--- src/hw/pctc_defines.vh ---
// Constants for the port C timer and clock pin function block
`ifndef PCTC_DEFINES_VH
`define PCTC_DEFINES_VH

// =====================================================================
// Pin function select codes, 3 bits per pin
`define PCTC_FN_GPIO      3'h0
`define PCTC_FN_RATE_GEN  3'h1
`define PCTC_FN_CLOCK_IN  3'h2
`define PCTC_FN_TIMER_IN  3'h3
`define PCTC_FN_TIMER_OUT 3'h4
`define PCTC_FN_AUX       3'h5

// =====================================================================
// Timer clock source select codes
`define PCTC_SRC_CASCADE  2'h0
`define PCTC_SRC_SYSCLK   2'h1
`define PCTC_SRC_DIV16    2'h2
`define PCTC_SRC_PIN      2'h3

// =====================================================================
// Capture edge select codes
`define PCTC_EDGE_RISE    2'h1
`define PCTC_EDGE_FALL    2'h2
`define PCTC_EDGE_BOTH    2'h3

// =====================================================================
// Counts and widths
`define PCTC_DIV_RATIO    16
`define PCTC_DIV_LAST     4'hF
`define PCTC_NUM_PINS     4
`define PCTC_NUM_TIMERS   4
`define PCTC_TMR_W        16
`define PCTC_FN_RESET     12'h000

`endif

--- src/hw/pctc_port_c_pins.v ---
// Port C pins 28 to 25: function mux, timers, clock routing, DMA pins
//
// What this block does
// - Rate generator outputs reach clock bank and pins
// - Ten clock inputs forwarded to clock bank
// - Timer source: cascade, sysclk, sysclk/16, pin
// - Four timer input pins, one per timer
// - Timer input captured on rise, fall, both
// - Reference match pulses low or toggles output
// - Timer pairs cascade into one 32-bit counter
// - Gate pins gate or restart timer pairs
// - Transmit granted only when clear-to-send low
// - Ethernet mode reads clear-to-send as collision
// - Clock pin five feeds system timers via generator
// - Timer clock pin disables generator path
// - DMA done and request-ack exclusive on pin
// - Two independent DMA handshake sets provided
`timescale 1ns/1ps
`default_nettype none
`include "pctc_defines.vh"

module pctc_port_c_pins (
    input  wire        clk,            // System clock, 250 MHz
    input  wire        sys_rst,        // Synchronous reset, active high
    input  wire [11:0] pin_func_sel,   // 3-bit function per pin, pin 28 low
    input  wire [3:0]  gpio_out,       // GPIO output data, pins 28..25
    input  wire [3:0]  gpio_dir_out,   // GPIO direction, 1 drives
    output reg  [3:0]  gpio_in,        // Synchronised pin levels
    input  wire [3:0]  pin_in,         // Pad input levels
    output reg  [3:0]  pin_out,        // Pad output levels
    output reg  [3:0]  pin_oe_n,       // Pad enable, low drives
    input  wire [7:0]  rate_gen_out,   // Rate generator outputs 1..8
    input  wire [3:0]  rate_gen_to_bank, // Generators 4..7 enabled to bank
    output reg  [7:0]  bank_rate_gen,  // Generators seen by clock bank
    input  wire [9:0]  ext_clock_pins, // Clock pins of other port pins
    output reg  [9:0]  bank_ext_clock, // Clock inputs 1..10 for clock bank
    input  wire [7:0]  tmr_src_sel,    // 2 bits per timer
    input  wire [7:0]  tmr_edge_sel,   // 2 bits per timer
    input  wire [3:0]  tmr_toggle,     // 1 toggle, 0 low pulse
    input  wire [1:0]  tmr_cascade,    // Pair 1-2, pair 3-4
    input  wire [3:0]  tmr_gate_en,    // Gate pin controls timer
    input  wire [3:0]  tmr_restart,    // Gate edge restarts instead of gating
    input  wire [63:0] tmr_ref,        // 16-bit reference per timer
    input  wire        timer_gate_a,   // Gate pin for timers 1 and 2
    output reg  [3:0]  tmr_match,      // Reference match pulse
    input  wire        serial_ctrl_2_rts, // Transmitter request-to-send
    input  wire        serial_ctrl_2_eth, // Ethernet mode
    output reg         serial_ctrl_2_grant, // Request granted
    output reg         collision_in,   // Collision indication
    input  wire        sys_ext_clock_in5_sel,   // Clock pin five drives generator 1
    input  wire        sys_sys_timer_clock_in_sel,  // Timer clock pin drives system timers
    input  wire        rate_gen1_int,  // Generator 1 internal clock
    output reg         sys_timer_tick, // System timer count enable
    output reg         rate_gen1_clk,  // Generator 1 input clock
    input  wire [1:0]  dma_done_sel,   // Per set: 1 done, 0 request-ack
    input  wire [1:0]  dma_ack,        // DMA acknowledge sets 1, 2
    input  wire [1:0]  dma_done,       // DMA done sets 1, 2
    input  wire [1:0]  dma_req_ack,    // DMA request-ack sets 1, 2
    output reg  [1:0]  dma_ack_pin,    // Acknowledge pins
    output reg  [1:0]  dma_share_pin   // Shared done/request-ack pins
);

    // =================================================================
    // Pad synchronisers: three stages, change taken when 2 and 3 agree
    reg [3:0] s1_r, s2_r, s3_r, stable_r;
    always @(posedge clk) begin
        if (sys_rst) begin
            s1_r <= 4'h0;
            s2_r <= 4'h0;
            s3_r <= 4'h0;
            stable_r <= 4'h0;
        end else begin
            s1_r <= pin_in;
            s2_r <= s1_r;
            s3_r <= s2_r;
            stable_r <= (s2_r & s3_r) | (stable_r & (s2_r | s3_r));
        end
    end
    wire [3:0] pin_s = stable_r;

    wire [2:0] fn0 = pin_func_sel[2:0];
    wire [2:0] fn1 = pin_func_sel[5:3];
    wire [2:0] fn2 = pin_func_sel[8:6];
    wire [2:0] fn3 = pin_func_sel[11:9];

    // =================================================================
    // Divide by 16 enable for timer sources
    reg [3:0] div_r;
    always @(posedge clk) begin
        if (sys_rst) div_r <= 4'h0;
        else div_r <= div_r + 4'h1;
    end
    wire div16_en = (div_r == `PCTC_DIV_LAST);

    // Timer input per timer: 1 on pin 28, 4 on pin 25; 2, 3 elsewhere
    wire [3:0] tin_pin = {pin_s[3] & (fn3 == `PCTC_FN_TIMER_IN),
                          ext_clock_pins[8], ext_clock_pins[9],
                          pin_s[0] & (fn0 == `PCTC_FN_TIMER_IN)};
    wire       gate_b = pin_s[1] & (fn1 == `PCTC_FN_AUX);

    // =================================================================
    // Timers
    reg  [`PCTC_TMR_W-1:0] cnt_r [0:3];
    reg  [3:0] tin_d_r, gate_d_r, tout_r;
    wire [3:0] gate_lvl = {gate_b, gate_b, timer_gate_a, timer_gate_a};
    wire [3:0] hit;
    genvar i;
    generate
        for (i = 0; i < 4; i = i + 1) begin : g_tmr
            wire [1:0] src = tmr_src_sel[2*i+1:2*i];
            wire [1:0] edg = tmr_edge_sel[2*i+1:2*i];
            wire rise = tin_pin[i] & ~tin_d_r[i];
            wire fall = ~tin_pin[i] & tin_d_r[i];
            wire pin_tick = ((edg == `PCTC_EDGE_RISE) & rise) |
                            ((edg == `PCTC_EDGE_FALL) & fall) |
                            ((edg == `PCTC_EDGE_BOTH) & (rise | fall));
            wire casc = (i % 2 == 1) ? (tmr_cascade[i/2] & hit[(i/2)*2]) : 1'b0;
            wire tick = (src == `PCTC_SRC_SYSCLK) | ((src == `PCTC_SRC_DIV16) & div16_en) |
                        ((src == `PCTC_SRC_PIN) & pin_tick) | ((src == `PCTC_SRC_CASCADE) & casc);
            wire gated = tmr_gate_en[i] & ~tmr_restart[i] & ~gate_lvl[i];
            wire rst_ev = tmr_gate_en[i] & tmr_restart[i] & gate_lvl[i] & ~gate_d_r[i];
            assign hit[i] = tick & ~gated & (cnt_r[i] == tmr_ref[16*i+15:16*i]);
            always @(posedge clk) begin
                if (sys_rst) begin
                    cnt_r[i] <= 16'h0000;
                    tout_r[i] <= 1'b1;
                    tmr_match[i] <= 1'b0;
                end else begin
                    tmr_match[i] <= hit[i];
                    if (rst_ev | hit[i]) cnt_r[i] <= 16'h0000;
                    else if (tick & ~gated) cnt_r[i] <= cnt_r[i] + 16'h0001;
                    if (hit[i]) tout_r[i] <= tmr_toggle[i] ? ~tout_r[i] : 1'b0;
                    else if (~tmr_toggle[i]) tout_r[i] <= 1'b1;
                end
            end
        end
    endgenerate

    always @(posedge clk) begin
        if (sys_rst) begin
            tin_d_r <= 4'h0;
            gate_d_r <= 4'h0;
        end else begin
            tin_d_r <= tin_pin;
            gate_d_r <= gate_lvl;
        end
    end

    // =================================================================
    // Pad mux; each function other than GPIO has a fixed direction
    reg [3:0] po_nxt, oe_nxt;
    always @* begin
        po_nxt = gpio_out;
        oe_nxt = ~gpio_dir_out;
        case (fn0)
            `PCTC_FN_RATE_GEN:  begin po_nxt[0] = rate_gen_out[3]; oe_nxt[0] = 1'b0; end
            `PCTC_FN_TIMER_OUT: begin po_nxt[0] = tout_r[1]; oe_nxt[0] = 1'b0; end
            `PCTC_FN_GPIO:      ;
            default:            oe_nxt[0] = 1'b1;
        endcase
        case (fn1)
            `PCTC_FN_RATE_GEN:  begin po_nxt[1] = rate_gen_out[4]; oe_nxt[1] = 1'b0; end
            `PCTC_FN_GPIO:      ;
            default:            oe_nxt[1] = 1'b1;
        endcase
        case (fn2)
            `PCTC_FN_RATE_GEN:  begin po_nxt[2] = rate_gen_out[5]; oe_nxt[2] = 1'b0; end
            `PCTC_FN_TIMER_OUT: begin po_nxt[2] = tout_r[2]; oe_nxt[2] = 1'b0; end
            `PCTC_FN_GPIO:      ;
            default:            oe_nxt[2] = 1'b1;
        endcase
        case (fn3)
            `PCTC_FN_RATE_GEN:  begin po_nxt[3] = rate_gen_out[6]; oe_nxt[3] = 1'b0; end
            `PCTC_FN_AUX:       begin po_nxt[3] = dma_ack[1]; oe_nxt[3] = 1'b0; end
            `PCTC_FN_GPIO:      ;
            default:            oe_nxt[3] = 1'b1;
        endcase
    end

    // =================================================================
    // Registered outputs
    wire cts_low = (fn0 == `PCTC_FN_AUX) & ~pin_s[0];
    wire ext_clock_in5_on = (fn1 == `PCTC_FN_CLOCK_IN) & sys_ext_clock_in5_sel;
    wire sys_timer_clock_in_on = (fn2 == `PCTC_FN_AUX) & sys_sys_timer_clock_in_sel;
    reg  sys_timer_clock_in_d_r;
    always @(posedge clk) begin
        if (sys_rst) begin
            pin_out <= 4'h0;
            pin_oe_n <= 4'hF;
            gpio_in <= 4'h0;
            bank_rate_gen <= 8'h00;
            bank_ext_clock <= 10'h000;
            serial_ctrl_2_grant <= 1'b0;
            collision_in <= 1'b0;
            sys_timer_tick <= 1'b0;
            rate_gen1_clk <= 1'b0;
            sys_timer_clock_in_d_r <= 1'b0;
            dma_ack_pin <= 2'h0;
            dma_share_pin <= 2'h0;
        end else begin
            pin_out <= po_nxt;
            pin_oe_n <= oe_nxt;
            gpio_in <= pin_s;
            bank_rate_gen <= {rate_gen_out[7], rate_gen_out[6:3] & rate_gen_to_bank, rate_gen_out[2:0]};
            bank_ext_clock <= {ext_clock_pins[9:7],
                               pin_s[3] & (fn3 == `PCTC_FN_CLOCK_IN),
                               pin_s[2] & (fn2 == `PCTC_FN_CLOCK_IN),
                               pin_s[1] & (fn1 == `PCTC_FN_CLOCK_IN),
                               pin_s[0] & (fn0 == `PCTC_FN_CLOCK_IN),
                               ext_clock_pins[2:0]};
            // Granted only while transmitter asks and the far end answers low
            serial_ctrl_2_grant <= serial_ctrl_2_rts & cts_low & ~serial_ctrl_2_eth;
            collision_in <= serial_ctrl_2_eth & (fn0 == `PCTC_FN_AUX) & pin_s[0];
            rate_gen1_clk <= ext_clock_in5_on ? pin_s[1] : rate_gen1_int;
            sys_timer_clock_in_d_r <= pin_s[2];
            // Timer pin wins; generator path then blocked entirely
            sys_timer_tick <= sys_timer_clock_in_on ? (pin_s[2] & ~sys_timer_clock_in_d_r) : rate_gen_out[0];
            dma_ack_pin <= dma_ack;
            dma_share_pin <= (dma_done & dma_done_sel) | (dma_req_ack & ~dma_done_sel);
        end
    end

endmodule
`default_nettype wire

--- config.mk ---
export PLATFORM = sky130hd
export DESIGN_NAME = pctc_port_c_pins
export DESIGN_NICKNAME = d
export VERILOG_FILES = /design/src/hw/pctc_port_c_pins.v
export VERILOG_INCLUDE_DIRS = /design/src /design/src/hw
export SDC_FILE = /design/constraint.sdc
export NUM_CORES = 1
export LEC_CHECK = 0
export CAP_MARGIN = 10
export CORE_UTILIZATION = 43
export CTS_CLUSTER_DIAMETER = 50
export CTS_CLUSTER_SIZE = 10
export DETAILED_ROUTE_END_ITERATION = 10
export DONT_BUFFER_PORTS = 1
export SLEW_MARGIN = 20
export SYNTH_ARGS = -nofsm -noshare
export SYNTH_HDL_FRONTEND = slang
export SYNTH_SLANG_ARGS = --single-unit
--- constraint.sdc ---
create_clock -name clk -period 5.65 [get_ports clk]
set_input_delay 0.2825 -clock clk [delete_from_list [all_inputs] [get_ports clk]]
set_output_delay 0.2825 -clock clk [all_outputs]
set_load 0.005 [all_outputs]
==> flow_summary.ini <==
[global_route]
grt_max_degree = 54
grt_use_total_pct = 19.0
antenna_found_initial = 1
grt_pass1_wl_um = 24100
grt.overflow.total = 0
met1_usage_pct = 22.5
grt-busiest-layer = met2
use_met2_pct = 32.1
grt_use_met3_pct = 5.49
grt_pass1_vias = 4866

[final_layout]
final_cells = 918
fin_util_pct = 51.4
drive_above_1_share_pct = 8.92
fin_nets = 862
synthToLayoutAreaGrowth_pct = 15.0
n_fill_cell = 1416
seq_area_sq_um = 3280
multi_input_area_sq_um = 3420

[power_and_ir_drop]
p_sw_mw = 0.569
irDropWorstVdd_mv = 0.197
p_int_mw = 1.83
power_frac_clock_pct = 45.1
swShare_pct = 23.7
power_frac_comb_pct = 8.2
seq_power_share_pct = 46.7
pwr_density_cell_nw_per_um2 = 302
leakage_nw = 2.91

[clock_tree]
cts_resized = 0
clockBufferDepth = 2
clk_pin_slew_ps = 60
cts.sinks = 132
cts_made_buffers = 17
cts_root_buf = clkbuf_16
clock_latency_ps = 410
cts_tree = done
cts_hold_buf = 26
h-tree-depth = 4
post-cts-setup-buffers = 0

[setup_path]
critPathKind = input pin to flop
cp.required_ps = 5640
end_kind = flop
critPathArrivalTime_ps = 3300
worstPathMaxFanout = 18
cp-start-kind = input pin

[synth]
synth_area_sq_um = 6900
yosysTopAreaCellShare_pct = 27.9
synth_top_flop_cell = dfxtp_1
ys_ff_latch = 132
synthCells = 665
synth_cell_types = 59
yosysSeqAreaShare_pct = 47.6
synth_common_cells = xor2_1, nor2_1, dfxtp_1
synthTopCellsByArea = edfxtp_1, dfxtp_1, xor2_1
synth_edf_count = 64
yosysTopAreaCell = edfxtp_1
synth_nets = 834
async_flop_share_pct = 0
yosys.cell_count.top_type = xor2_1
syn-mean-instance-area_sq_um = 10.4
yosysWarnings = 0

[sta]
finalHoldViolations = 0
rsz0062_at_grt = no
setup_violations = 0
period_share_pct = 58.6
hold_ws_ps = 22.4
fin_tns_setup_ps = 0
layout_min_cycle_time_ps = 3310
slew_headroom_pct = 46.2
slew_viol_final = 0
fin_skew_ps = 6.79
timing.final.ws_setup_ps = 2340
worstMarginPinSlew_ps = 805
fmax_mhz = 302

[routing]
drt-initial-drc-count = 160
num_vias = 4901
wirelength_um = 15300
drc_errors = 0
via_per_inst = 5.34
ant_nets = 0
firstDrtPassIters = 4
wl_per_cell_um = 16.7

[placed_design]
dpl.cell_count = 859
dpl.hpwl_um = 10900
io_buffer_count = 0
gp_congestion = 0.823
pre_cts_ws_ps = 2440

[floorplan]
start_util_pct = 44.7
fp.coreArea_sq_um = 15400
ios = 198
row_count = 45
die_area_sq_um = 16600
die_h_um = 129
die_x_um = 129

[worst_hold_path]
hp-class = input pin to flop

[status]
status = completed

[job]
maxCapViolCount = 0
==> state kept, by name, indices dropped and copies added (netlist names) <==
| signal | flops |
|---|---|
| bank_ext_clock | 8 |
| bank_rate_gen | 8 |
| cnt_r | 64 |
| collision_in | 1 |
| div_r | 4 |
| dma_ack_pin | 2 |
| dma_share_pin | 2 |
| gate_d_r | 2 |
| gpio_in | 4 |
| pin_oe_n | 4 |
| pin_out | 4 |
| pin_s | 4 |
| rate_gen1_clk | 1 |
| s1_r | 4 |
| s2_r | 4 |
| s3_r | 4 |
| serial_ctrl_2_grant | 1 |
| sys_timer_tick | 1 |
| tin_d_r | 4 |
| tmr_match | 4 |
| tout_r | 2 |
==> power by group through the flow <==
stage | clock (mW) | combinational, mW | sequential [mW]
after floorplan | 0 | 0.156 | 1.12
after global placement | 0 | 0.169 | 1.14
after detailed placement | 0 | 0.174 | 1.14
after CTS | 1.11 | 0.197 | 1.12
after global routing | 1.15 | 0.219 | 1.13
final | 1.08 | 0.196 | 1.12
==> final timing paths <==
path | from | end | slack (ps) | cells after the start
setup / recovery | ext_clock_pins[9] | cnt_r[1][7]$_SDFFCE_PN0P_ | 2340 | 8
setup reg to reg | pin_s[0]$_SDFF_PP0_ | cnt_r[1][7]$_SDFFCE_PN0P_ | 2420 | 7
hold / removal | pin_in[1] | s1_r[1]$_SDFF_PP0_ | 20 | 1
hold reg to reg | s1_r[3]$_SDFF_PP0_ | s2_r[3]$_SDFF_PP0_ | 440 | 1
==> kinds of logic (layout without fill, tap and decap cells) <==
logic type | count (synthesis) | count (layout) | share of synthesized area [%]
mux | 6 | 6 | 0.870
compound gates | 63 | 63 | 7.27
xor+xnor | 122 | 122 | 15.5
flops | 132 | 132 | 47.6
fa+ha+maj | 13 | 13 | 2.36
simple gates | 285 | 285 | 23.5
other cells | 0 | 1 | 0
buf+inv | 44 | 85 | 2.92
==> routing by layer <==
layer,part of all wire [%],up-vias
li1,-,2409
met1,44,2330
met2,49,141
met3,5.7,21
met4,1.7,0
met5,0,-
==> placed cells by master, fill, tap and decap left out, types with 4 or more instances in the layout <==
cell type	instances
a211oi_1	10
inv_1	25
and3_1	20
nor3_2	9
nand4_1	15
a21oi_1	12
edfxtp_1	64
xor2_1	74
nand3_1	26
clkbuf_16	18
o21ai_0	8
a31oi_1	5
dfxtp_1	68
clkinv_2	4
mux2i_1	6
nand2_1	31
ha_1	13
xnor2_1	48
nor3b_1	5
dlygate4sd3_1	25
nand2b_1	9
a211oi_2	8
nor2b_1	35
nor3_1	18
nor4_1	12
nor2_1	72
and4_1	9
==> area by class of cell <==
class                      instances  area share (%)
clock inverter                    13            1.67
timing repair buffer              27            3.60
clock buffer                      19            5.72
multi-input combinational        489            43.0
inverter                          26            1.23
sequential                       132            41.4
tap                              211            3.33
antenna                            1          0.0315
==> worst max-delay path: stages <==
cell and delay (ps):
dlygate4sd3_1 530, inv_1 50, ha_1 180, or2_0 210
a311oi_1 620, a211oi_1 230, a31oi_4 570, nand2_1 620
==> stage by stage <==
stage / total power, mW / cell area [sq um]
2_1_floorplan: 1.28 / 6900
3_3_place_gp: 1.31 / 7070
3_5_place_dp: 1.31 / 7070
4_1_cts: 2.43 / 7930
5_1_grt: 2.49 / 7940
6_report: 2.40 / 7940
No activity file was read; power rests on OpenSTA's default activity.
